==> config.mk <==
export PLATFORM = sky130hd
export DESIGN_NAME = sit_timing
export DESIGN_NICKNAME = d
export VERILOG_FILES = /design/src/rtl/sit_pkg.sv /design/src/rtl/sit_timing.sv
export SDC_FILE = /design/constraint.sdc
export NUM_CORES = 1
export LEC_CHECK = 0
export BUFFER_PORTS_ARGS = -buffer_cell sky130_fd_sc_hd__buf_2
export CAP_MARGIN = 25
export CORE_UTILIZATION = 57
export DETAILED_ROUTE_END_ITERATION = 8
export PLACE_DENSITY = 0.77
export RECOVER_POWER = 50
export SETUP_SLACK_MARGIN = 0.05
export SYNTH_ARGS = -nofsm -noshare
export SYNTH_HDL_FRONTEND = slang
export SYNTH_SLANG_ARGS = --single-unit
==> constraint.sdc <==
create_clock -name clock -period 6.3 [get_ports clock]
set_clock_uncertainty 0.1 [all_clocks]
set_input_delay 0.315 -clock clock [delete_from_list [all_inputs] [get_ports clock]]
set_output_delay 0.315 -clock clock [all_outputs]
set_load 0.005 [all_outputs]
==> src/rtl/sit_pkg.sv <==
// constants for the spectral integration timing block
package sit_pkg;
  // byte register addresses
  localparam logic [7:0] ADDR_READBACK_LOW = 8'h63;
  localparam logic [7:0] ADDR_READBACK_MID = 8'h64;
  localparam logic [7:0] ADDR_READBACK_HIGH = 8'h65;
  localparam logic [7:0] ADDR_SYNC_EDGE_COUNT = 8'h72;
  localparam logic [7:0] ADDR_STEP_COUNT = 8'h81;
  localparam logic [7:0] ADDR_MEAS_WAIT = 8'h83;
  localparam logic [7:0] ADDR_STATUS_SIX = 8'hA7;
  localparam logic [7:0] ADDR_STEP_SIZE_LOW = 8'hCA;
  localparam logic [7:0] ADDR_STEP_SIZE_HIGH = 8'hCB;
  localparam logic [7:0] ADDR_FLICKER_LOW = 8'hD8;
  localparam logic [7:0] ADDR_FLICKER_HIGH_GAIN = 8'hDA;
  // reset values
  localparam logic [7:0] RST_STEP_COUNT = 8'h00;
  localparam logic [7:0] RST_MEAS_WAIT = 8'h00;
  localparam logic [7:0] RST_SYNC_EDGE_COUNT = 8'h00;
  localparam logic [15:0] RST_STEP_SIZE = 16'h03E7;
  localparam logic [7:0] RST_FLICKER_LOW = 8'h00;
  localparam logic [2:0] RST_FLICKER_TIME_HIGH = 3'h0;
  localparam logic [4:0] RST_FLICKER_GAIN = 5'h09;
  localparam logic [4:0] FLICKER_GAIN_MAX = 5'h0A;
  // field positions
  localparam int TRIG_ERR_BIT = 2;
  localparam int FLICKER_GAIN_LSB = 3;
  localparam int FLICKER_TIME_HIGH_MSB = 2;
  // integration mode codes
  localparam logic [1:0] MODE_FREE_RUNNING = 2'h0;
  localparam logic [1:0] MODE_SYNC_START = 2'h1;
  localparam logic [1:0] MODE_EDGE_SYNC = 2'h3;
  // saturation of the converter count
  localparam logic [15:0] FULL_SCALE_MAX = 16'hFFFF;
  // timing: figures in their own units, counts derived
  localparam int CLK_PERIOD_NS = 4;
  localparam int TICK_TIME_NS = 2780;
  localparam int WAIT_CYCLE_TIME_US = 2780;
  localparam int TICK_CYCLES = TICK_TIME_NS / CLK_PERIOD_NS;
  localparam int WAIT_TICKS = (WAIT_CYCLE_TIME_US * 1000) / TICK_TIME_NS;
  localparam logic [9:0] TICK_LAST = 10'(TICK_CYCLES - 1);
  localparam logic [9:0] WAIT_TICK_LAST = 10'(WAIT_TICKS - 1);
  // sequencer states, one-hot
  typedef enum logic [2:0] {
    SIT_IDLE = 3'b001,
    SIT_INTEG = 3'b010,
    SIT_WAIT = 3'b100
  } sit_state_e;
endpackage

==> src/rtl/sit_timing.sv <==
// integration timing sequencer with its byte register file
`timescale 1ns/100ps
module sit_timing
  import sit_pkg::*;
(
  input wire logic clock,
  input wire logic rst_n,
  input wire logic [7:0] reg_addr,
  input wire logic [7:0] reg_wdata,
  input wire logic reg_write,
  input wire logic reg_read,
  output logic [7:0] reg_rdata,
  input wire logic power_on,
  input wire logic wait_enable,
  input wire logic flicker_enable,
  input wire logic [1:0] integ_mode,
  input wire logic [4:0] main_gain,
  input wire logic gpio_in,
  output logic integrating,
  output logic flicker_integrating,
  output logic [4:0] flicker_gain_used,
  output logic [15:0] full_scale,
  output logic trigger_timing_error
);

  // configuration registers and their next values
  logic [7:0] integ_step_count, next_integ_step_count;
  logic [7:0] measurement_wait, next_measurement_wait;
  logic [7:0] sync_edge_count, next_sync_edge_count;
  logic [15:0] integ_step_size, next_integ_step_size;
  logic [10:0] flicker_integ_time, next_flicker_integ_time;
  logic [4:0] flicker_gain, next_flicker_gain;

  // gpio synchroniser and debounced level
  logic sync_a, sync_b, sync_c;
  logic sync_level, next_sync_level;
  logic sync_fall; // one-cycle falling edge

  // sequencer state
  sit_state_e state, next_state;
  logic [9:0] tick_cnt, next_tick_cnt; // clock cycles within a tick
  logic [15:0] step_cnt, next_step_cnt; // ticks within a step
  logic [7:0] steps_done, next_steps_done; // steps finished
  logic [9:0] wait_tick, next_wait_tick; // ticks within a wait cycle
  logic [7:0] wait_cyc, next_wait_cyc; // wait cycles finished
  logic wait_run, next_wait_run; // wait period counting
  logic [7:0] edges_seen, next_edges_seen; // falling edges since start
  logic [23:0] sync_ticks, next_sync_ticks; // ticks since edge start
  logic [23:0] sync_integ_readback, next_sync_integ_readback;
  logic [10:0] flicker_cnt, next_flicker_cnt; // flicker ticks elapsed
  logic flicker_active, next_flicker_active;
  logic trig_err, next_trig_err;

  // output flop inputs and combinational helpers
  logic next_integrating, next_flicker_integrating;
  logic [4:0] next_flicker_gain_used;
  logic [15:0] next_full_scale;
  logic [7:0] next_reg_rdata;
  logic tick, start, integ_done, wait_hit;
  logic [24:0] product; // wide enough for 256 x 65536

  // synchroniser: first flop read only by the second
  always_ff @(posedge clock) begin
    if (!rst_n) begin
      sync_a <= 1'b1;
      sync_b <= 1'b1;
      sync_c <= 1'b1;
    end else begin
      sync_a <= gpio_in;
      sync_b <= sync_a;
      sync_c <= sync_b;
    end
  end

  // a level change counts once stages two and three agree
  always_comb begin
    next_sync_level = sync_level;
    if (sync_b == sync_c) begin
      next_sync_level = sync_c;
    end
    sync_fall = sync_level && (sync_b == sync_c) && !sync_c;
  end

  // register writes; reads return the selected byte
  always_comb begin
    next_integ_step_count = integ_step_count;
    next_measurement_wait = measurement_wait;
    next_sync_edge_count = sync_edge_count;
    next_integ_step_size = integ_step_size;
    next_flicker_integ_time = flicker_integ_time;
    next_flicker_gain = flicker_gain;
    if (reg_write) begin
      if (reg_addr == ADDR_STEP_COUNT) begin
        next_integ_step_count = reg_wdata;
      end else if (reg_addr == ADDR_MEAS_WAIT) begin
        next_measurement_wait = reg_wdata;
      end else if (reg_addr == ADDR_SYNC_EDGE_COUNT) begin
        next_sync_edge_count = reg_wdata;
      end else if (reg_addr == ADDR_STEP_SIZE_LOW) begin
        next_integ_step_size[7:0] = reg_wdata;
      end else if (reg_addr == ADDR_STEP_SIZE_HIGH) begin
        next_integ_step_size[15:8] = reg_wdata;
      end else if (reg_addr == ADDR_FLICKER_LOW) begin
        next_flicker_integ_time[7:0] = reg_wdata;
      end else if (reg_addr == ADDR_FLICKER_HIGH_GAIN) begin
        next_flicker_integ_time[10:8] =
          reg_wdata[FLICKER_TIME_HIGH_MSB:0];
        // codes past 512x are clamped, no higher gain exists
        if (reg_wdata[7:FLICKER_GAIN_LSB] > FLICKER_GAIN_MAX) begin
          next_flicker_gain = FLICKER_GAIN_MAX;
        end else begin
          next_flicker_gain = reg_wdata[7:FLICKER_GAIN_LSB];
        end
      end
    end
    next_reg_rdata = reg_rdata;
    if (reg_read) begin
      if (reg_addr == ADDR_READBACK_LOW) begin
        next_reg_rdata = sync_integ_readback[7:0];
      end else if (reg_addr == ADDR_READBACK_MID) begin
        next_reg_rdata = sync_integ_readback[15:8];
      end else if (reg_addr == ADDR_READBACK_HIGH) begin
        next_reg_rdata = sync_integ_readback[23:16];
      end else if (reg_addr == ADDR_SYNC_EDGE_COUNT) begin
        next_reg_rdata = sync_edge_count;
      end else if (reg_addr == ADDR_STEP_COUNT) begin
        next_reg_rdata = integ_step_count;
      end else if (reg_addr == ADDR_MEAS_WAIT) begin
        next_reg_rdata = measurement_wait;
      end else if (reg_addr == ADDR_STATUS_SIX) begin
        next_reg_rdata = 8'h00;
        next_reg_rdata[TRIG_ERR_BIT] = trig_err;
      end else if (reg_addr == ADDR_STEP_SIZE_LOW) begin
        next_reg_rdata = integ_step_size[7:0];
      end else if (reg_addr == ADDR_STEP_SIZE_HIGH) begin
        next_reg_rdata = integ_step_size[15:8];
      end else if (reg_addr == ADDR_FLICKER_LOW) begin
        next_reg_rdata = flicker_integ_time[7:0];
      end else if (reg_addr == ADDR_FLICKER_HIGH_GAIN) begin
        next_reg_rdata = {flicker_gain, flicker_integ_time[10:8]};
      end else begin
        next_reg_rdata = 8'h00; // unmapped reads as zero
      end
    end
  end

  // sequencer: tick, step, wait, edge and flicker counters
  always_comb begin
    next_state = state;
    next_tick_cnt = tick_cnt + 10'h001;
    next_step_cnt = step_cnt;
    next_steps_done = steps_done;
    next_wait_tick = wait_tick;
    next_wait_cyc = wait_cyc;
    next_wait_run = wait_run;
    next_edges_seen = edges_seen;
    next_sync_ticks = sync_ticks;
    next_sync_integ_readback = sync_integ_readback;
    next_flicker_cnt = flicker_cnt;
    next_flicker_active = flicker_active;
    next_trig_err = trig_err;
    // one shared tick base for every timer
    tick = (tick_cnt == TICK_LAST);
    if (tick) begin
      next_tick_cnt = 10'h000;
    end
    // wait period runs from a start while pacing stays on
    wait_hit = 1'b0;
    if (wait_run && wait_enable && tick) begin
      next_wait_tick = wait_tick + 10'h001;
      if (wait_tick == WAIT_TICK_LAST) begin
        next_wait_tick = 10'h000;
        next_wait_cyc = wait_cyc + 8'h01;
        if (wait_cyc == measurement_wait) begin
          wait_hit = 1'b1;
          next_wait_run = 1'b0;
        end
      end
    end
    // end of integration for the current mode
    if (integ_mode == MODE_EDGE_SYNC) begin
      integ_done = sync_fall && (edges_seen == sync_edge_count);
    end else begin
      integ_done = tick && (step_cnt == integ_step_size) &&
        (steps_done == integ_step_count);
    end
    start = 1'b0;
    case (state)
      SIT_IDLE: begin
        // free running starts at once, sync start and edge sync on a sync edge, code 2 never
        if (integ_mode == MODE_FREE_RUNNING) begin
          start = power_on;
        end else if ((integ_mode == MODE_SYNC_START) ||
                     (integ_mode == MODE_EDGE_SYNC)) begin
          start = power_on && sync_fall;
        end
      end
      SIT_INTEG: begin
        if (tick) begin
          next_step_cnt = step_cnt + 16'h0001;
          if (step_cnt == integ_step_size) begin
            next_step_cnt = 16'h0000;
            next_steps_done = steps_done + 8'h01;
          end
          next_sync_ticks = sync_ticks + 24'h000001;
        end
        if (sync_fall) begin
          next_edges_seen = edges_seen + 8'h01;
        end
        // period ran out before integration finished
        if (wait_hit) begin
          next_trig_err = 1'b1;
        end
        if (integ_done) begin
          if (integ_mode == MODE_EDGE_SYNC) begin
            next_sync_integ_readback = next_sync_ticks;
          end
          if (integ_mode != MODE_FREE_RUNNING) begin
            next_state = SIT_IDLE;
          end else if (wait_enable && next_wait_run) begin
            next_state = SIT_WAIT;
          end else begin
            start = 1'b1;
          end
        end
      end
      SIT_WAIT: begin
        if (wait_hit || !wait_enable) begin
          start = 1'b1;
        end
      end
      default: begin
        next_state = SIT_IDLE;
      end
    endcase
    if (start) begin
      next_state = SIT_INTEG;
      next_tick_cnt = 10'h000;
      next_step_cnt = 16'h0000;
      next_steps_done = 8'h00;
      next_edges_seen = 8'h00;
      next_sync_ticks = 24'h000000;
      next_wait_tick = 10'h000;
      next_wait_cyc = 8'h00;
      next_wait_run = wait_enable;
      next_flicker_cnt = 11'h000;
      next_flicker_active = (flicker_integ_time != 11'h000);
    end else if (flicker_active && tick) begin
      next_flicker_cnt = flicker_cnt + 11'h001;
      if (next_flicker_cnt == flicker_integ_time) begin
        next_flicker_active = 1'b0;
      end
    end
    if (!power_on) begin
      next_state = SIT_IDLE;
      next_wait_run = 1'b0;
      next_flicker_active = 1'b0;
    end
    // software clear loses to a same-cycle set
    if (reg_write && (reg_addr == ADDR_STATUS_SIX) &&
        reg_wdata[TRIG_ERR_BIT] && !(state == SIT_INTEG && wait_hit)) begin
      next_trig_err = 1'b0;
    end
  end

  // full scale, saturated outputs and flicker steering
  always_comb begin
    product = (25'(integ_step_count) + 25'h0000001) *
              (25'(integ_step_size) + 25'h0000001);
    if (product > {9'h000, FULL_SCALE_MAX}) begin
      next_full_scale = FULL_SCALE_MAX;
    end else begin
      next_full_scale = product[15:0];
    end
    next_integrating = (next_state == SIT_INTEG);
    // without flicker enable the flicker channel shadows the main one
    if (flicker_enable) begin
      next_flicker_integrating = next_flicker_active;
      next_flicker_gain_used = flicker_gain;
    end else begin
      next_flicker_integrating = next_integrating;
      next_flicker_gain_used = main_gain;
    end
  end

  // register stage for all state except the gpio synchroniser
  always_ff @(posedge clock) begin
    if (!rst_n) begin
      integ_step_count <= RST_STEP_COUNT;
      measurement_wait <= RST_MEAS_WAIT;
      sync_edge_count <= RST_SYNC_EDGE_COUNT;
      integ_step_size <= RST_STEP_SIZE;
      flicker_integ_time <= {RST_FLICKER_TIME_HIGH, RST_FLICKER_LOW};
      flicker_gain <= RST_FLICKER_GAIN;
      sync_level <= 1'b1;
      state <= SIT_IDLE;
      tick_cnt <= 10'h000;
      step_cnt <= 16'h0000;
      steps_done <= 8'h00;
      wait_tick <= 10'h000;
      wait_cyc <= 8'h00;
      wait_run <= 1'b0;
      edges_seen <= 8'h00;
      sync_ticks <= 24'h000000;
      sync_integ_readback <= 24'h000000;
      flicker_cnt <= 11'h000;
      flicker_active <= 1'b0;
      trig_err <= 1'b0;
      integrating <= 1'b0;
      flicker_integrating <= 1'b0;
      flicker_gain_used <= RST_FLICKER_GAIN;
      full_scale <= 16'h0000;
      trigger_timing_error <= 1'b0;
      reg_rdata <= 8'h00;
    end else begin
      integ_step_count <= next_integ_step_count;
      measurement_wait <= next_measurement_wait;
      sync_edge_count <= next_sync_edge_count;
      integ_step_size <= next_integ_step_size;
      flicker_integ_time <= next_flicker_integ_time;
      flicker_gain <= next_flicker_gain;
      sync_level <= next_sync_level;
      state <= next_state;
      tick_cnt <= next_tick_cnt;
      step_cnt <= next_step_cnt;
      steps_done <= next_steps_done;
      wait_tick <= next_wait_tick;
      wait_cyc <= next_wait_cyc;
      wait_run <= next_wait_run;
      edges_seen <= next_edges_seen;
      sync_ticks <= next_sync_ticks;
      sync_integ_readback <= next_sync_integ_readback;
      flicker_cnt <= next_flicker_cnt;
      flicker_active <= next_flicker_active;
      trig_err <= next_trig_err;
      integrating <= next_integrating;
      flicker_integrating <= next_flicker_integrating;
      flicker_gain_used <= next_flicker_gain_used;
      full_scale <= next_full_scale;
      trigger_timing_error <= next_trig_err;
      reg_rdata <= next_reg_rdata;
    end
  end

endmodule

==> impl_summary.txt <==
----------------------------------------------------
[Run status]
  Outcome ... finished with violations
  Failing checks ... DRC, capacitance limit, slew limit

[CTS]
  Clock latency of the later-clocked register in the worst-skew pair ... 0.53 ns
  TritonCTS Sinks ... 216
  Clock transition at the register clock pins on the worst setup and hold paths after CTS ... 0.06 ns
  Clock buffers created by TritonCTS ... 25
  TritonCTS clock tree ... built
  CTS root buf ... sky130_fd_sc_hd__clkbuf_16
  Buffers from clock root to sink, at most ... 3
  H-tree level count ... 1

[GRT]
  Number of antenna violations at the first check in global routing ... 1
  Total GRT Usage ... 0.280
  Pin count of the biggest net entering global routing ... 57
  Vias in the first global route ... 12700
  Remaining global-route overflow ... 0
  First-pass GRT wire length ... 63800 um

[Pwr]
  Share of power burned in combinational logic ... 0.037
  Pwr Density ... 172 mW/mm^2
  Max IR drop VDD ... 197 uV
  Leakage ... 0.00717 uW
  Clock network power share ... 0.498
  NetSw ... 680 uW
  Power Internal ... 2300 uW
  Sequential Power Share ... 0.464
  Switching part of the total power ... 0.229

[Routing]
  Via count of the routed design ... 13200
  Wire per inst ... 17.5 um
  Detail-routed via count per cell ... 5.89
  Detailed Route WL ... 39100 um
  DRC marker count from the first detailed-route iteration ... 975
  Post-detailed-route count of antenna-violating nets ... 0
  Post-detailed-route DRC marker count ... 7
  Detailed Routing Iterations Pass 1 ... 8

[Setup path]
  FF-to-FF setup slack ... 0.22 ns
  Setup Crit Path Kind ... flip-flop to flip-flop
  Worst setup path start ... integ_step_size[3]
  Worst-path maximum fanout ... 16
  Endpoint required time on the critical path ... 6.56 ns
  Category of the worst setup path capture point ... flip-flop
  Endpoint of the worst register-to-register path ... full_scale[13]
  Worst reg2reg startpoint ... integ_step_size[3]
  Logic depth of the worst register-to-register path ... 23
  Element type at the critical path start ... flip-flop
  Worst Path Arrival ... 6.34 ns

[Die]
  Placement row count ... 59
  Effective utilization at floorplan ... 0.587
  Vertical extent of the die ... 166 um
  Num ports ... 63
  Total die area ... 0.0277 sq mm
  Floorplan core area ... 0.0263 sq mm
  Chip Width ... 166 um

[Timing]
  Post-Route Setup TNS ... 0 ns
  Setup slack of the critical path after layout ... 0.221 ns
  Number of endpoints with negative hold slack in the final report ... 0
  Slew at the pin closest to its max-slew limit ... 2.75 ns
  Fmax ... 0.164 GHz
  Final setup violation count ... 0
  Normalized max-slew margin ... -0.830
  Final hold slack ... 0.0283 ns
  Fin. max-slew vios ... 86
  Final period demand of the worst path ... 6.08 ns
  Final worst path period share ... 0.965

[Yosys]
  Post-Synthesis Mean Instance Area ... 8.47 sq um
  Warning count from the yosys run ... 0
  Synth async-reset ratio ... 0
  Number of distinct library cell variants in the gate-level netlist after synthesis ... 76
  Most instantiated flip-flop cell in the synthesis netlist ... sky130_fd_sc_hd__dfxtp_1
  Instance count of the mapped netlist ... 1821
  Synthesized net count ... 2012
  Cell area after synthesis ... 0.0154 sq mm
  Flops & latches, synth ... 216
  Sequential-to-total area share from yosys stat ... 0.280
  Number of flops mapped to enable cells by yosys ... 0

[Cells and area]
  Final nets ... 2069
  Most frequent standard cell in the layout excluding fill and tap cells ... sky130_fd_sc_hd__nor2_1
  Share of final-layout standard cells stronger than drive strength 1 ... 0.117
  Area grow syn2layout ... 12.0%
  Final core occ ... 0.657
  Commonest non-fill, non-tap cells in the layout ... sky130_fd_sc_hd__nor2_1, sky130_fd_sc_hd__dfxtp_1, sky130_fd_sc_hd__inv_1

[Hold path]
  Hold path cells ... 3
  Min-delay worst type ... input pin to flip-flop
  Worst Hold Path EP ... sync_edge_count[4]
  Worst hold path startpoint ... reg_wdata[4]

[Placed design]
  Port Buf Inserts ... 62
  Final RePlAce weighted congestion ... 0.924
  Detailed-placement wirelength estimate ... 28900 um
  Worst slack at placement ... -0.183 ns

[Run]
  Max-cap violation count ... 2

----------------------------------------------------
==> timing repair <==
action                                  4_1_cts  5_1_grt
cloned                                        0        0
endpoints found under the setup margin       16       16
hold endpoints to repair                      7        0
pin swaps                                     1        6
hold buffers                                  7        0
buffers inserted                              1        1
gates resized for setup                       2       35
==> cell usage after synthesis, types with 14 or more instances <==
cell type / number / share of area
sky130_fd_sc_hd__a211oi_1: 22 / 0.011
sky130_fd_sc_hd__a21oi_1: 69 / 0.022
sky130_fd_sc_hd__a41oi_1: 16 / 0.0091
sky130_fd_sc_hd__and2_1: 14 / 0.0057
sky130_fd_sc_hd__and3_1: 25 / 0.010
sky130_fd_sc_hd__buf_2: 22 / 0.0071
sky130_fd_sc_hd__clkbuf_1: 66 / 0.016
sky130_fd_sc_hd__dfxtp_1: 216 / 0.28
sky130_fd_sc_hd__fa_1: 105 / 0.14
sky130_fd_sc_hd__ha_1: 55 / 0.045
sky130_fd_sc_hd__inv_1: 150 / 0.037
sky130_fd_sc_hd__mux2i_1: 46 / 0.030
sky130_fd_sc_hd__nand2_1: 149 / 0.036
sky130_fd_sc_hd__nand2b_1: 35 / 0.014
sky130_fd_sc_hd__nand3_1: 67 / 0.022
sky130_fd_sc_hd__nand4_1: 32 / 0.013
sky130_fd_sc_hd__nor2_1: 270 / 0.066
sky130_fd_sc_hd__nor3_1: 38 / 0.012
sky130_fd_sc_hd__nor4_1: 15 / 0.0061
sky130_fd_sc_hd__o21ai_0: 37 / 0.012
sky130_fd_sc_hd__or2_2: 25 / 0.010
sky130_fd_sc_hd__xnor2_1: 107 / 0.061
sky130_fd_sc_hd__xor2_1: 97 / 0.055
==> final cells by class <==
cell class | count | area (sq um)
Timing Repair Buffer | 124 | 792
Antenna cell | 1 | 2.50
Sequential cell | 216 | 4330
Fill cell | 2107 | 9010
Clock inverter | 13 | 136
Clock buffer | 32 | 712
Multi-Input combinational cell | 1361 | 10300
Inverter | 150 | 563
Tap cell | 335 | 419
==> flip-flops by register name, summed over array words and instances, names as in the netlist, 5 cells and up <==
register,count
reg_rdata,8
edges_seen,8
flicker_gain_used,5
tick_cnt,10
sync_edge_count,8
integ_step_size,16
wait_cyc,8
step_cnt,16
sync_ticks,24
integ_step_count,8
wait_tick,10
flicker_gain,5
flicker_cnt,11
measurement_wait,8
sync_integ_readback,24
full_scale,16
steps_done,8
flicker_integ_time,11
==> per-stage QoR <==
stage	instance area [sq um]	instances	power, uW
4_1_cts	17100	2230	2990
5_1_grt	17300	2232	3050
3_5_place_dp	16200	2177	1520
3_3_place_gp	16200	2176	1510
6_report	17300	2232	2980
2_1_floorplan	15400	1821	1470
==> worst max path at each step <==
stage | to | slack [ns] | cells after the start
CTS | full_scale[5] | 0.12 | 23
global placement | full_scale[2] | 0.05 | 18
finish | full_scale[13] | 0.22 | 23
floorplan | full_scale[0] | 0.12 | 22
global route | full_scale[15] | -0.01 | 23
detailed placement | full_scale[13] | -0.18 | 18
==> power groups by stage <==
stage                     Sequential, uW  Clock (uW)  Combinational (uW)
final                               1380        1480                 111
after global routing                1380        1550                 120
after CTS                           1380        1500                 110
after detailed placement            1410           0                 106
after global placement              1410           0                 102
after floorplan                     1410           0                62.8
==> critical path, stage by stage (launching register included) <==
cell	delay (ns)
sky130_fd_sc_hd__dfxtp_1	0.34
sky130_fd_sc_hd__and3_1	0.21
sky130_fd_sc_hd__and3_4	0.23
sky130_fd_sc_hd__nand2_1	0.07
sky130_fd_sc_hd__nor2_2	0.15
sky130_fd_sc_hd__buf_4	0.14
sky130_fd_sc_hd__xnor2_1	0.06
sky130_fd_sc_hd__or2_2	0.29
sky130_fd_sc_hd__fa_1	0.49
sky130_fd_sc_hd__inv_1	0.06
sky130_fd_sc_hd__fa_1	0.48
sky130_fd_sc_hd__fa_1	0.50
sky130_fd_sc_hd__inv_1	0.06
sky130_fd_sc_hd__fa_1	0.52
sky130_fd_sc_hd__inv_1	0.04
sky130_fd_sc_hd__ha_1	0.35
sky130_fd_sc_hd__a2111oi_1	0.48
sky130_fd_sc_hd__o21ai_2	0.16
sky130_fd_sc_hd__a2111oi_4	0.39
sky130_fd_sc_hd__o41ai_2	0.13
sky130_fd_sc_hd__buf_4	0.15
sky130_fd_sc_hd__o31ai_4	0.20
sky130_fd_sc_hd__buf_12	0.17
sky130_fd_sc_hd__a41oi_1	0.11
==> cell families after synthesis <==
| family | after synthesis | share of synthesized area |
|---|---|---|
| AOI/OAI and AO/OA | 225 | 0.0993 |
| muxes | 50 | 0.0328 |
| buffers and inverters | 244 | 0.0626 |
| adders and majority gates | 160 | 0.181 |
| xor gates and xnor gates | 205 | 0.117 |
| DFF | 216 | 0.280 |
| and+or+nand+nor | 721 | 0.227 |
==> per-layer routing <==
metal | wire length, um | GRT usage | vias up
met5 | 0 | 0 | -
li1 | - | - | 6184
met3 | 3050 | 0.0537 | 118
met1 | 16600 | 0.364 | 6300
met4 | 1260 | 0.0882 | 0
met2 | 18200 | 0.471 | 548
(Power assumes the default switching activity.)
